`src/logic/dsw_defines.vh`:
```
// Shared constants for the standby and write command interpreter.
// Functional notes
// Timed standby opcodes enter standby at once and load timeout from sector count.
// Standby while spindle already stopped skips spin-down, interface stays active.
// Power-down countdown starts only once drive is back in idle.
// Timeout code zero disables auto power-down, non-zero enables it.
// Codes 1-240 give code*5 s; 241-251 give (code-240)*30 min.
// Codes 252..255 give 21 min, 8 h, 21 min 10 s, 21 min 15 s.
// Enabled timer expiring without host access puts drive into standby.
// Any host access restarts the timeout from its full value.
// Commands in standby still run after spindle reaches speed; code starts DMA write on spindle_at_speed or after SPIN_CYC cycles.
// Immediate standby opcodes enter standby without delay.
// Immediate standby leaves stored timeout untouched.
// Buffer write takes one sector of 16-bit data words into the buffer.
// Buffer write and buffer read share the same 512-byte buffer region.
// DMA write opcodes accept sectors of 16-bit words then write media.
// Host sets up its DMA channel before writing the DMA-write opcode.
// DMA words move only while the device holds DMA request high.
// DMA write raises exactly one interrupt after transfer ends with status.
// Uncorrectable error stops DMA write at the failing sector.
// DMA sector count zero means 256 sectors.
// Address-mode bit picks LBA field assembly or cylinder/head/sector.
// Opcode bit 0 disables retries unless write caching is enabled.
// After DMA write report sectors not transferred and last sector address.
// Spinning up from standby keeps busy high and withholds data requests; code does so for at most SPIN_CYC cycles.
`ifndef DSW_DEFINES_VH
`define DSW_DEFINES_VH
`define DSW_OP_STBY_A      8'he2
`define DSW_OP_STBY_B      8'h96
`define DSW_OP_STBYI_A     8'he0
`define DSW_OP_STBYI_B     8'h94
`define DSW_OP_WBUF        8'he8
`define DSW_OP_RBUF        8'he4
`define DSW_OP_WDMA        8'hca
`define DSW_OP_WDMA_NR     8'hcb
`define DSW_ST_BSY         7
`define DSW_ST_RDY         6
`define DSW_ST_DSC         4
`define DSW_ST_DRQ         3
`define DSW_ST_ERR         0
`define DSW_ER_CRC         7
`define DSW_ER_UNC         6
`define DSW_ER_IDN         4
`define DSW_ER_ABT         2
`define DSW_DH_LBA         6
`define DSW_DH_RESET       8'ha0
`define DSW_SECT_WORDS     256
`define DSW_CLK_HZ         25000000
`define DSW_TICK_MS        100
`define DSW_TICK_CYC       (`DSW_CLK_HZ / 1000 * `DSW_TICK_MS)
`define DSW_T_5S           50
`define DSW_T_30MIN        18000
`define DSW_T_21MIN        12600
`define DSW_T_8H           288000
`define DSW_T_21M10S       12700
`define DSW_T_21M15S       12750
`endif

```
`src/logic/dsw_cmd.v`:
```
// Command interpreter for standby, buffer write and DMA write.
`timescale 1ns/100ps
`include "dsw_defines.vh"
module dsw_cmd #(
  parameter TICK_CYC  = `DSW_TICK_CYC,
  parameter SPIN_CYC  = 1000,
  parameter MEDIA_CYC = 64,
  parameter AW        = 8
) (
  input  wire        mclk,          // 25 MHz clock
  input  wire        rst,           // async reset, active high
  input  wire        cmd_wr,        // pulse: opcode write
  input  wire [7:0]  cmd_opcode,    // command opcode
  input  wire [7:0]  tf_count,      // sector count input
  input  wire [7:0]  tf_sector,     // sector number input
  input  wire [7:0]  tf_cyl_lo,     // cylinder low input
  input  wire [7:0]  tf_cyl_hi,     // cylinder high input
  input  wire        dh_wr,         // pulse: device/head write
  input  wire [7:0]  dh_wdata,      // device/head write data
  input  wire        host_access,   // pulse: any host access
  input  wire        pio_valid,     // PIO data word valid
  input  wire        dma_valid,     // DMA data word valid (DMACK)
  input  wire [15:0] data_in,       // host data word
  input  wire        wcache_en,     // write caching enabled
  input  wire        spindle_at_speed, // spindle at operating speed
  input  wire        media_unc,     // uncorrectable error on current sector
  input  wire        media_ready,   // media side takes words
  input  wire [AW-1:0] rbuf_addr,   // buffer read address
  output reg  [15:0] rbuf_data,     // buffer read data
  output reg         data_ready,    // ready for a data word
  output reg         dmarq,         // DMA request
  output reg         intrq,         // interrupt pulse
  output reg  [7:0]  status_flags,  // command_status_flags
  output reg  [7:0]  error_flags,   // command_error_flags
  output reg  [7:0]  drive_head,    // drive_select_and_head
  output reg  [7:0]  rem_count,     // sectors not transferred
  output reg  [27:0] last_addr,     // last sector address
  output reg         spin_cmd,      // spindle run request
  output reg         in_standby,    // standby mode
  output reg         retry_en,      // retries enabled
  output reg         media_wvalid,  // word to media valid
  output reg  [15:0] media_wdata    // word to media
);
  localparam S_IDLE = 3'd0;
  localparam S_SPIN = 3'd1;
  localparam S_PIO  = 3'd2;
  localparam S_DMA  = 3'd3;
  localparam S_DRN  = 3'd4;
  localparam S_DONE = 3'd5;

  function [18:0] tmo_ticks;
    input [7:0] c;
    reg [31:0] t;
    begin
      if (c == 8'h00)
        t = 32'h0;
      else if (c <= 8'hf0)
        t = c * `DSW_T_5S;
      else if (c <= 8'hfb)
        t = (c - 8'hf0) * `DSW_T_30MIN;
      else if (c == 8'hfc)
        t = `DSW_T_21MIN;
      else if (c == 8'hfd)
        t = `DSW_T_8H;
      else if (c == 8'hfe)
        t = `DSW_T_21M10S;
      else
        t = `DSW_T_21M15S;
      // The longest interval fits in 19 bits, so the upper bits are always zero.
      tmo_ticks = t[18:0];
    end
  endfunction

  reg [15:0] sbuf [0:`DSW_SECT_WORDS-1];
  reg [2:0]  st_r;
  reg [7:0]  op_r;
  reg [18:0] tmo_load_r;
  reg [18:0] tmo_cnt_r;
  reg        tmo_run_r;
  reg [31:0] tick_cnt_r;
  reg [7:0]  wcnt_r;
  reg [8:0]  secs_left_r;
  reg [27:0] cur_addr_r;
  reg [31:0] spin_cnt_r;
  reg [15:0] fb_d0_r;
  reg [15:0] fb_d1_r;
  reg [1:0]  fb_n_r;
  reg [31:0] mcnt_r;
  wire       tick = (tick_cnt_r == TICK_CYC - 1);
  wire       is_stby = (cmd_opcode == `DSW_OP_STBY_A) || (cmd_opcode == `DSW_OP_STBY_B);
  wire       is_stbyi = (cmd_opcode == `DSW_OP_STBYI_A) || (cmd_opcode == `DSW_OP_STBYI_B);
  wire       is_wdma = ({cmd_opcode[7:1], 1'b0} == `DSW_OP_WDMA);
  // Buffer has room while fewer than two words are held; the drain side can stall it.
  wire       fb_push = (st_r == S_DMA) && dmarq && dma_valid && (fb_n_r != 2'd2);
  wire       fb_pop = (fb_n_r != 2'd0) && media_ready;
  // Fill level after this edge; the registered request drops before the buffer overflows.
  wire [1:0] fb_n_nxt = fb_n_r + {1'b0, fb_push} - {1'b0, fb_pop};
  wire [27:0] start_addr = drive_head[`DSW_DH_LBA] ?
               {drive_head[3:0], tf_cyl_hi, tf_cyl_lo, tf_sector} :
               {tf_cyl_hi, tf_cyl_lo, drive_head[3:0], tf_sector};

  always @(posedge mclk) begin
    if (st_r == S_PIO && pio_valid && data_ready)
      sbuf[wcnt_r] <= data_in;
    rbuf_data <= sbuf[rbuf_addr];
  end

  always @(posedge mclk or posedge rst) begin
    if (rst) begin
      tick_cnt_r <= 32'h0;
    end else if (tick) begin
      tick_cnt_r <= 32'h0;
    end else begin
      tick_cnt_r <= tick_cnt_r + 32'h1;
    end
  end

  always @(posedge mclk or posedge rst) begin
    if (rst) begin
      st_r <= S_IDLE;
      op_r <= 8'h00;
      tmo_load_r <= 19'h0;
      tmo_cnt_r <= 19'h0;
      tmo_run_r <= 1'b0;
      wcnt_r <= 8'h00;
      secs_left_r <= 9'h0;
      cur_addr_r <= 28'h0;
      spin_cnt_r <= 32'h0;
      fb_d0_r <= 16'h0;
      fb_d1_r <= 16'h0;
      fb_n_r <= 2'd0;
      mcnt_r <= 32'h0;
      data_ready <= 1'b0;
      dmarq <= 1'b0;
      intrq <= 1'b0;
      status_flags <= 8'h50;
      error_flags <= 8'h00;
      drive_head <= `DSW_DH_RESET;
      rem_count <= 8'h00;
      last_addr <= 28'h0;
      spin_cmd <= 1'b1;
      in_standby <= 1'b0;
      retry_en <= 1'b1;
      media_wvalid <= 1'b0;
      media_wdata <= 16'h0;
    end else begin
      intrq <= 1'b0;
      if (dh_wr)
        drive_head <= dh_wdata;
      // Auto power-down timer runs only in idle with a non-zero timeout.
      if (host_access || cmd_wr) begin
        tmo_cnt_r <= tmo_load_r;
      end else if (tmo_run_r && tick && st_r == S_IDLE && !in_standby) begin
        if (tmo_cnt_r <= 19'h1) begin
          in_standby <= 1'b1;
          spin_cmd <= 1'b0;
          tmo_cnt_r <= tmo_load_r;
        end else begin
          tmo_cnt_r <= tmo_cnt_r - 19'h1;
        end
      end
      // Two-entry buffer between DMA intake and media writes.
      media_wvalid <= fb_pop;
      if (fb_pop)
        media_wdata <= fb_d0_r;
      case ({fb_push, fb_pop})
        2'b10: begin
          if (fb_n_r == 2'd0)
            fb_d0_r <= data_in;
          else
            fb_d1_r <= data_in;
          fb_n_r <= fb_n_r + 2'd1;
        end
        2'b01: begin
          fb_d0_r <= fb_d1_r;
          fb_n_r <= fb_n_r - 2'd1;
        end
        2'b11: begin
          if (fb_n_r == 2'd1)
            fb_d0_r <= data_in;
          else begin
            fb_d0_r <= fb_d1_r;
            fb_d1_r <= data_in;
          end
        end
        default: begin
        end
      endcase
      case (st_r)
        S_IDLE: begin
          if (cmd_wr) begin
            op_r <= cmd_opcode;
            error_flags <= 8'h00;
            status_flags <= 8'h80;
            if (is_stby) begin
              tmo_load_r <= tmo_ticks(tf_count);
              tmo_cnt_r <= tmo_ticks(tf_count);
              tmo_run_r <= (tf_count != 8'h00);
              in_standby <= 1'b1;
              spin_cmd <= 1'b0;
              st_r <= S_DONE;
            end else if (is_stbyi) begin
              in_standby <= 1'b1;
              spin_cmd <= 1'b0;
              st_r <= S_DONE;
            end else if (cmd_opcode == `DSW_OP_WBUF) begin
              wcnt_r <= 8'h00;
              st_r <= S_PIO;
            end else if (is_wdma) begin
              secs_left_r <= (tf_count == 8'h00) ? 9'h100 : {1'b0, tf_count};
              cur_addr_r <= start_addr;
              last_addr <= start_addr;
              retry_en <= wcache_en | ~cmd_opcode[0];
              wcnt_r <= 8'h00;
              spin_cmd <= 1'b1;
              spin_cnt_r <= 32'h0;
              st_r <= (in_standby || !spindle_at_speed) ? S_SPIN : S_DMA;
            end else begin
              error_flags <= 8'h04;
              st_r <= S_DONE;
            end
          end
        end
        S_SPIN: begin
          status_flags <= 8'h80;
          if (spindle_at_speed || spin_cnt_r == SPIN_CYC - 1) begin
            in_standby <= 1'b0;
            st_r <= S_DMA;
          end else
            spin_cnt_r <= spin_cnt_r + 32'h1;
        end
        S_PIO: begin
          status_flags <= 8'h58;
          data_ready <= 1'b1;
          if (pio_valid && data_ready) begin
            wcnt_r <= wcnt_r + 8'h01;
            if (wcnt_r == 8'hff) begin
              data_ready <= 1'b0;
              st_r <= S_DONE;
            end
          end
        end
        S_DMA: begin
          status_flags <= 8'h58;
          dmarq <= (fb_n_nxt != 2'd2);
          if (fb_push) begin
            wcnt_r <= wcnt_r + 8'h01;
            if (wcnt_r == 8'hff) begin
              dmarq <= 1'b0;
              mcnt_r <= 32'h0;
              st_r <= S_DRN;
            end
          end
        end
        S_DRN: begin
          if (fb_n_r == 2'd0)
            mcnt_r <= mcnt_r + 32'h1;
          if (fb_n_r == 2'd0 && mcnt_r == MEDIA_CYC - 1) begin
            last_addr <= cur_addr_r;
            if (media_unc) begin
              error_flags <= 8'h40;
              rem_count <= secs_left_r[7:0];
              st_r <= S_DONE;
            end else if (secs_left_r == 9'h1) begin
              rem_count <= 8'h00;
              st_r <= S_DONE;
            end else begin
              secs_left_r <= secs_left_r - 9'h1;
              cur_addr_r <= cur_addr_r + 28'h1;
              st_r <= S_DMA;
            end
          end
        end
        S_DONE: begin
          data_ready <= 1'b0;
          dmarq <= 1'b0;
          status_flags <= (error_flags != 8'h00) ? 8'h51 : 8'h50;
          intrq <= 1'b1;
          st_r <= S_IDLE;
        end
        default: st_r <= S_IDLE;
      endcase
    end
  end
endmodule

```
`config.mk`:
```
export PLATFORM = sky130hd
export DESIGN_NAME = dsw_cmd
export DESIGN_NICKNAME = d
export VERILOG_FILES = /design/src/logic/dsw_cmd.v
export VERILOG_INCLUDE_DIRS = /design/src /design/src/logic
export SDC_FILE = /design/constraint.sdc
export NUM_CORES = 2
export LEC_CHECK = 0
export BUFFER_PORTS_ARGS = -buffer_cell sky130_fd_sc_hd__buf_2
export CELL_PAD_IN_SITES_DETAIL_PLACEMENT = 1
export CELL_PAD_IN_SITES_GLOBAL_PLACEMENT = 2
export CORE_ASPECT_RATIO = 0.7
export CORE_UTILIZATION = 42
export DETAILED_ROUTE_END_ITERATION = 8
export HOLD_SLACK_MARGIN = 0.05
export PLACE_DENSITY_LB_ADDON = 0.1
export SYNTH_ARGS = -nofsm -noshare
export SYNTH_HDL_FRONTEND = slang
export SYNTH_SLANG_ARGS = --single-unit
```
`constraint.sdc`:
```
create_clock -name mclk -period 25.7 [get_ports mclk]
set_clock_uncertainty 0.1 [all_clocks]
set_input_delay 2.57 -clock mclk [delete_from_list [all_inputs] [get_ports mclk]]
set_output_delay 2.57 -clock mclk [all_outputs]
set_load 0.05 [all_outputs]
```
==> flow_summary.ini <==
[run_status]
outcome = finished with violations
violations = max-capacitance violations, max-slew violations

[grt]
overflow = 0
grtUsageTotal_pct = 24.8
grt_max_degree = 191
antenna_found_initial = 39
grt_pass1_vias = 94872
grt_pass1_wl_um = 736000

[critical_path]
worst-r2r-cell-count = 6
path_class = in2reg
crit_fanout = 82
slowest_delay_ns = 0.97
cp-end-kind = register
cp_top_family = buffers and inverters
path_depth = 13
required_ns = 26.42
critPathBufInv = 7
cpMostUsedCell = buf_4
arrival_ns = 10.00
cp-start-kind = primary input
crit_chain = buf_12 > buf_4 > buf_4 > buf_4 > buf_4 > buf_4 > buf_4 > mux4_2 > a22o_1 > nor4_1 > a21oi_1 > nand4_1 > nor3_1
cp_slowest_cell = nor4_1

[place]
dp_hpwl_um = 312000
dpl.cell_count = 14646
port_buffers = 172
dp_slack_ns = 15.31
place.gp.congestion = 0.784

[yosys]
ys.flop_type = edfxtp_1
yosysTopAreaCell = edfxtp_1
yosysUniqueCellTypes = 83
synth.area.top_cells = edfxtp_1, mux4_2, dfrtp_1, mux2i_1, o22ai_1
ys_seq_area_share_pct = 75.4
ys_ff_latch = 4401
yosys.area.top_type_share_pct = 71.0
syn_inst = 9141
yosysWarnings = 0
synth_edf_count = 4096
syn_area_per_cell_um2 = 19.0
netlist_area_um2 = 173000
async_flop_share_pct = 6.57

[timing]
layout_setup_ws_ns = 16.43
hold_violations = 0
setup_violations = 0
period_minus_slack_ns = 9.27
rsz0062_at_grt = false
fin_crit_sh_pct = 36.1
worst_pin_slew_ns = 1.52
relSlewSlack_pct = -1.97
slew_violations = 2
setup_tns_ns = 0
fmax_mhz = 108

[drt]
drc_errors = 0
vias = 92938
dr.pass1.iters = 5
drtIter0Drc = 10417
drt_wl_total_um = 523000
viasPerCell = 6.01
avgRoutedWirePerCell_um = 33.8
drtAntennaViolNets = 0

[clock_tree]
post_cts_buffers = 0
cts.repair.resized = 0
cts_tree = built
clkTransAtPathRegs_ns = 0.06
ctsHoldBuffers = 0
htreeDepth = 5
clock-sinks = 4401
cts-root-buf = clkbuf_16
clockBufferDepth = 4
clk_latency_ns = 1.00
cts_buffers = 427

[floorplan]
start_util_pct = 42.4
die_area_um2 = 415000
dieHeight_um = 539
ios = 182
fp-row-count = 196
core_area_um2 = 409000
die_w_um = 770

[final_layout]
final_cell_mix = edfxtp_1, mux4_2, mux2i_1
final_common_cell = edfxtp_1
area_delta_synth_final_pct = 13.2
drive_gt1_share_pct = 21.8
num-nets-final = 9835
fillers = 37502
finalNonFillerCells = 15452

[power]
p_leak_nw = 64.4
peakVddDrop_uv = 61.4
power.density_nw_per_um2 = 78.8

[job]
maxCapViolations = 1

[min_path]
hold_path_depth = 2
hp-class = reg2reg
## logic make-up after synthesis
family,synth area share (%)
buffers and inverters,1.49
muxes,13.4
other,0.00216
and+or+nand+nor,3.62
adders and majority gates,0.956
AOI/OAI and AO/OA,4.62
DFF,75.4
xor gates and xnor gates,0.526
## power by group
part / switching (mW) / leakage [nW] / internal, mW
registers: 0.0767 / 40.8 / 7.90
logic: 0.877 / 17.0 / 0.402
clock network: 2.77 / 6.62 / 3.44
## worst min-delay path, stage by stage (launching register included)
cell and delay (ns):
dfrtp_1 0.34, nand2_1 0.06, nand2_1 0.06
## sequential cells by signal, indices dropped and copies added, names as in the netlist, 2 cells and up
register / cells
cur_addr_r: 28
drive_head: 8
error_flags: 2
fb_d0_r: 16
fb_d1_r: 16
fb_n_r: 2
last_addr: 28
mcnt_r: 32
media_wdata: 16
rbuf_data: 16
rem_count: 8
sbuf: 4096
secs_left_r: 9
spin_cnt_r: 32
st_r: 3
status_flags: 4
tick_cnt_r: 32
tmo_cnt_r: 19
tmo_load_r: 18
wcnt_r: 8
## cell usage after synthesis (19+ instances only)
master,instances
a21oi_1,242
a22oi_1,205
mux2i_1,525
buf_2,150
o22ai_1,289
o21ai_0,207
fa_1,19
nor4_1,88
clkbuf_1,290
nor2_1,444
mux2_2,33
nor2b_1,37
a221oi_1,50
inv_1,90
dfrtp_1,284
and3_1,25
or3_1,19
a22o_1,108
mux4_2,783
xor2_1,47
xnor2_1,57
edfxtp_1,4096
buf_1,60
ha_1,102
nand4_1,40
nor3_1,145
nand2_1,335
nand3_1,90
## stage by stage
stage                     utilization (%)  hold WS (ns)  total power, mW  instance area (um^2)
final                                48.0         0.341             15.5                196000
after global routing                 48.0         0.402             15.9                196000
after floorplan                         -         0.339             8.87                173000
after detailed placement             44.6         0.364             9.42                183000
after CTS                            48.0         0.343             15.6                196000
after global placement               44.6         0.361             9.39                183000
## worst paths after layout
check	to	start	slack [ns]
max in group asynchronous	tick_cnt_r[29]	rst	21.66
min reg2reg	media_wdata[2]	fb_d0_r[2]	0.34
min in group asynchronous	last_addr[1]	rst	1.58
min	media_wdata[2]	fb_d0_r[2]	0.34
max	rbuf_data[10]	rbuf_addr[0]	16.43
max reg2reg	sbuf[197][14]	st_r[1]	20.54
## cell type report
| type | count | area, um^2 | area share (%) |
|---|---|---|---|
| multi-input combinational | 4135 | 40700 | 20.7 |
| inverter | 91 | 349 | 0.178 |
| sequential | 4401 | 131000 | 66.5 |
| antenna | 16 | 40.0 | 0.0204 |
| clock buffer | 536 | 11300 | 5.78 |
| clock inverter | 253 | 2210 | 1.13 |
| timing repair buffer | 575 | 4220 | 2.15 |
| tap | 5445 | 6810 | 3.47 |
## layer usage
metal / wire (um) / up-vias / GRT usage (%)
li1: - / 38311 / -
met1: 245000 / 50753 / 39.2
met2: 229000 / 3305 / 36.4
met3: 39300 / 561 / 4.33
met4: 9370 / 8 / 4.61
met5: 320 / - / 0
No activity file was read; power rests on OpenSTA's default activity.
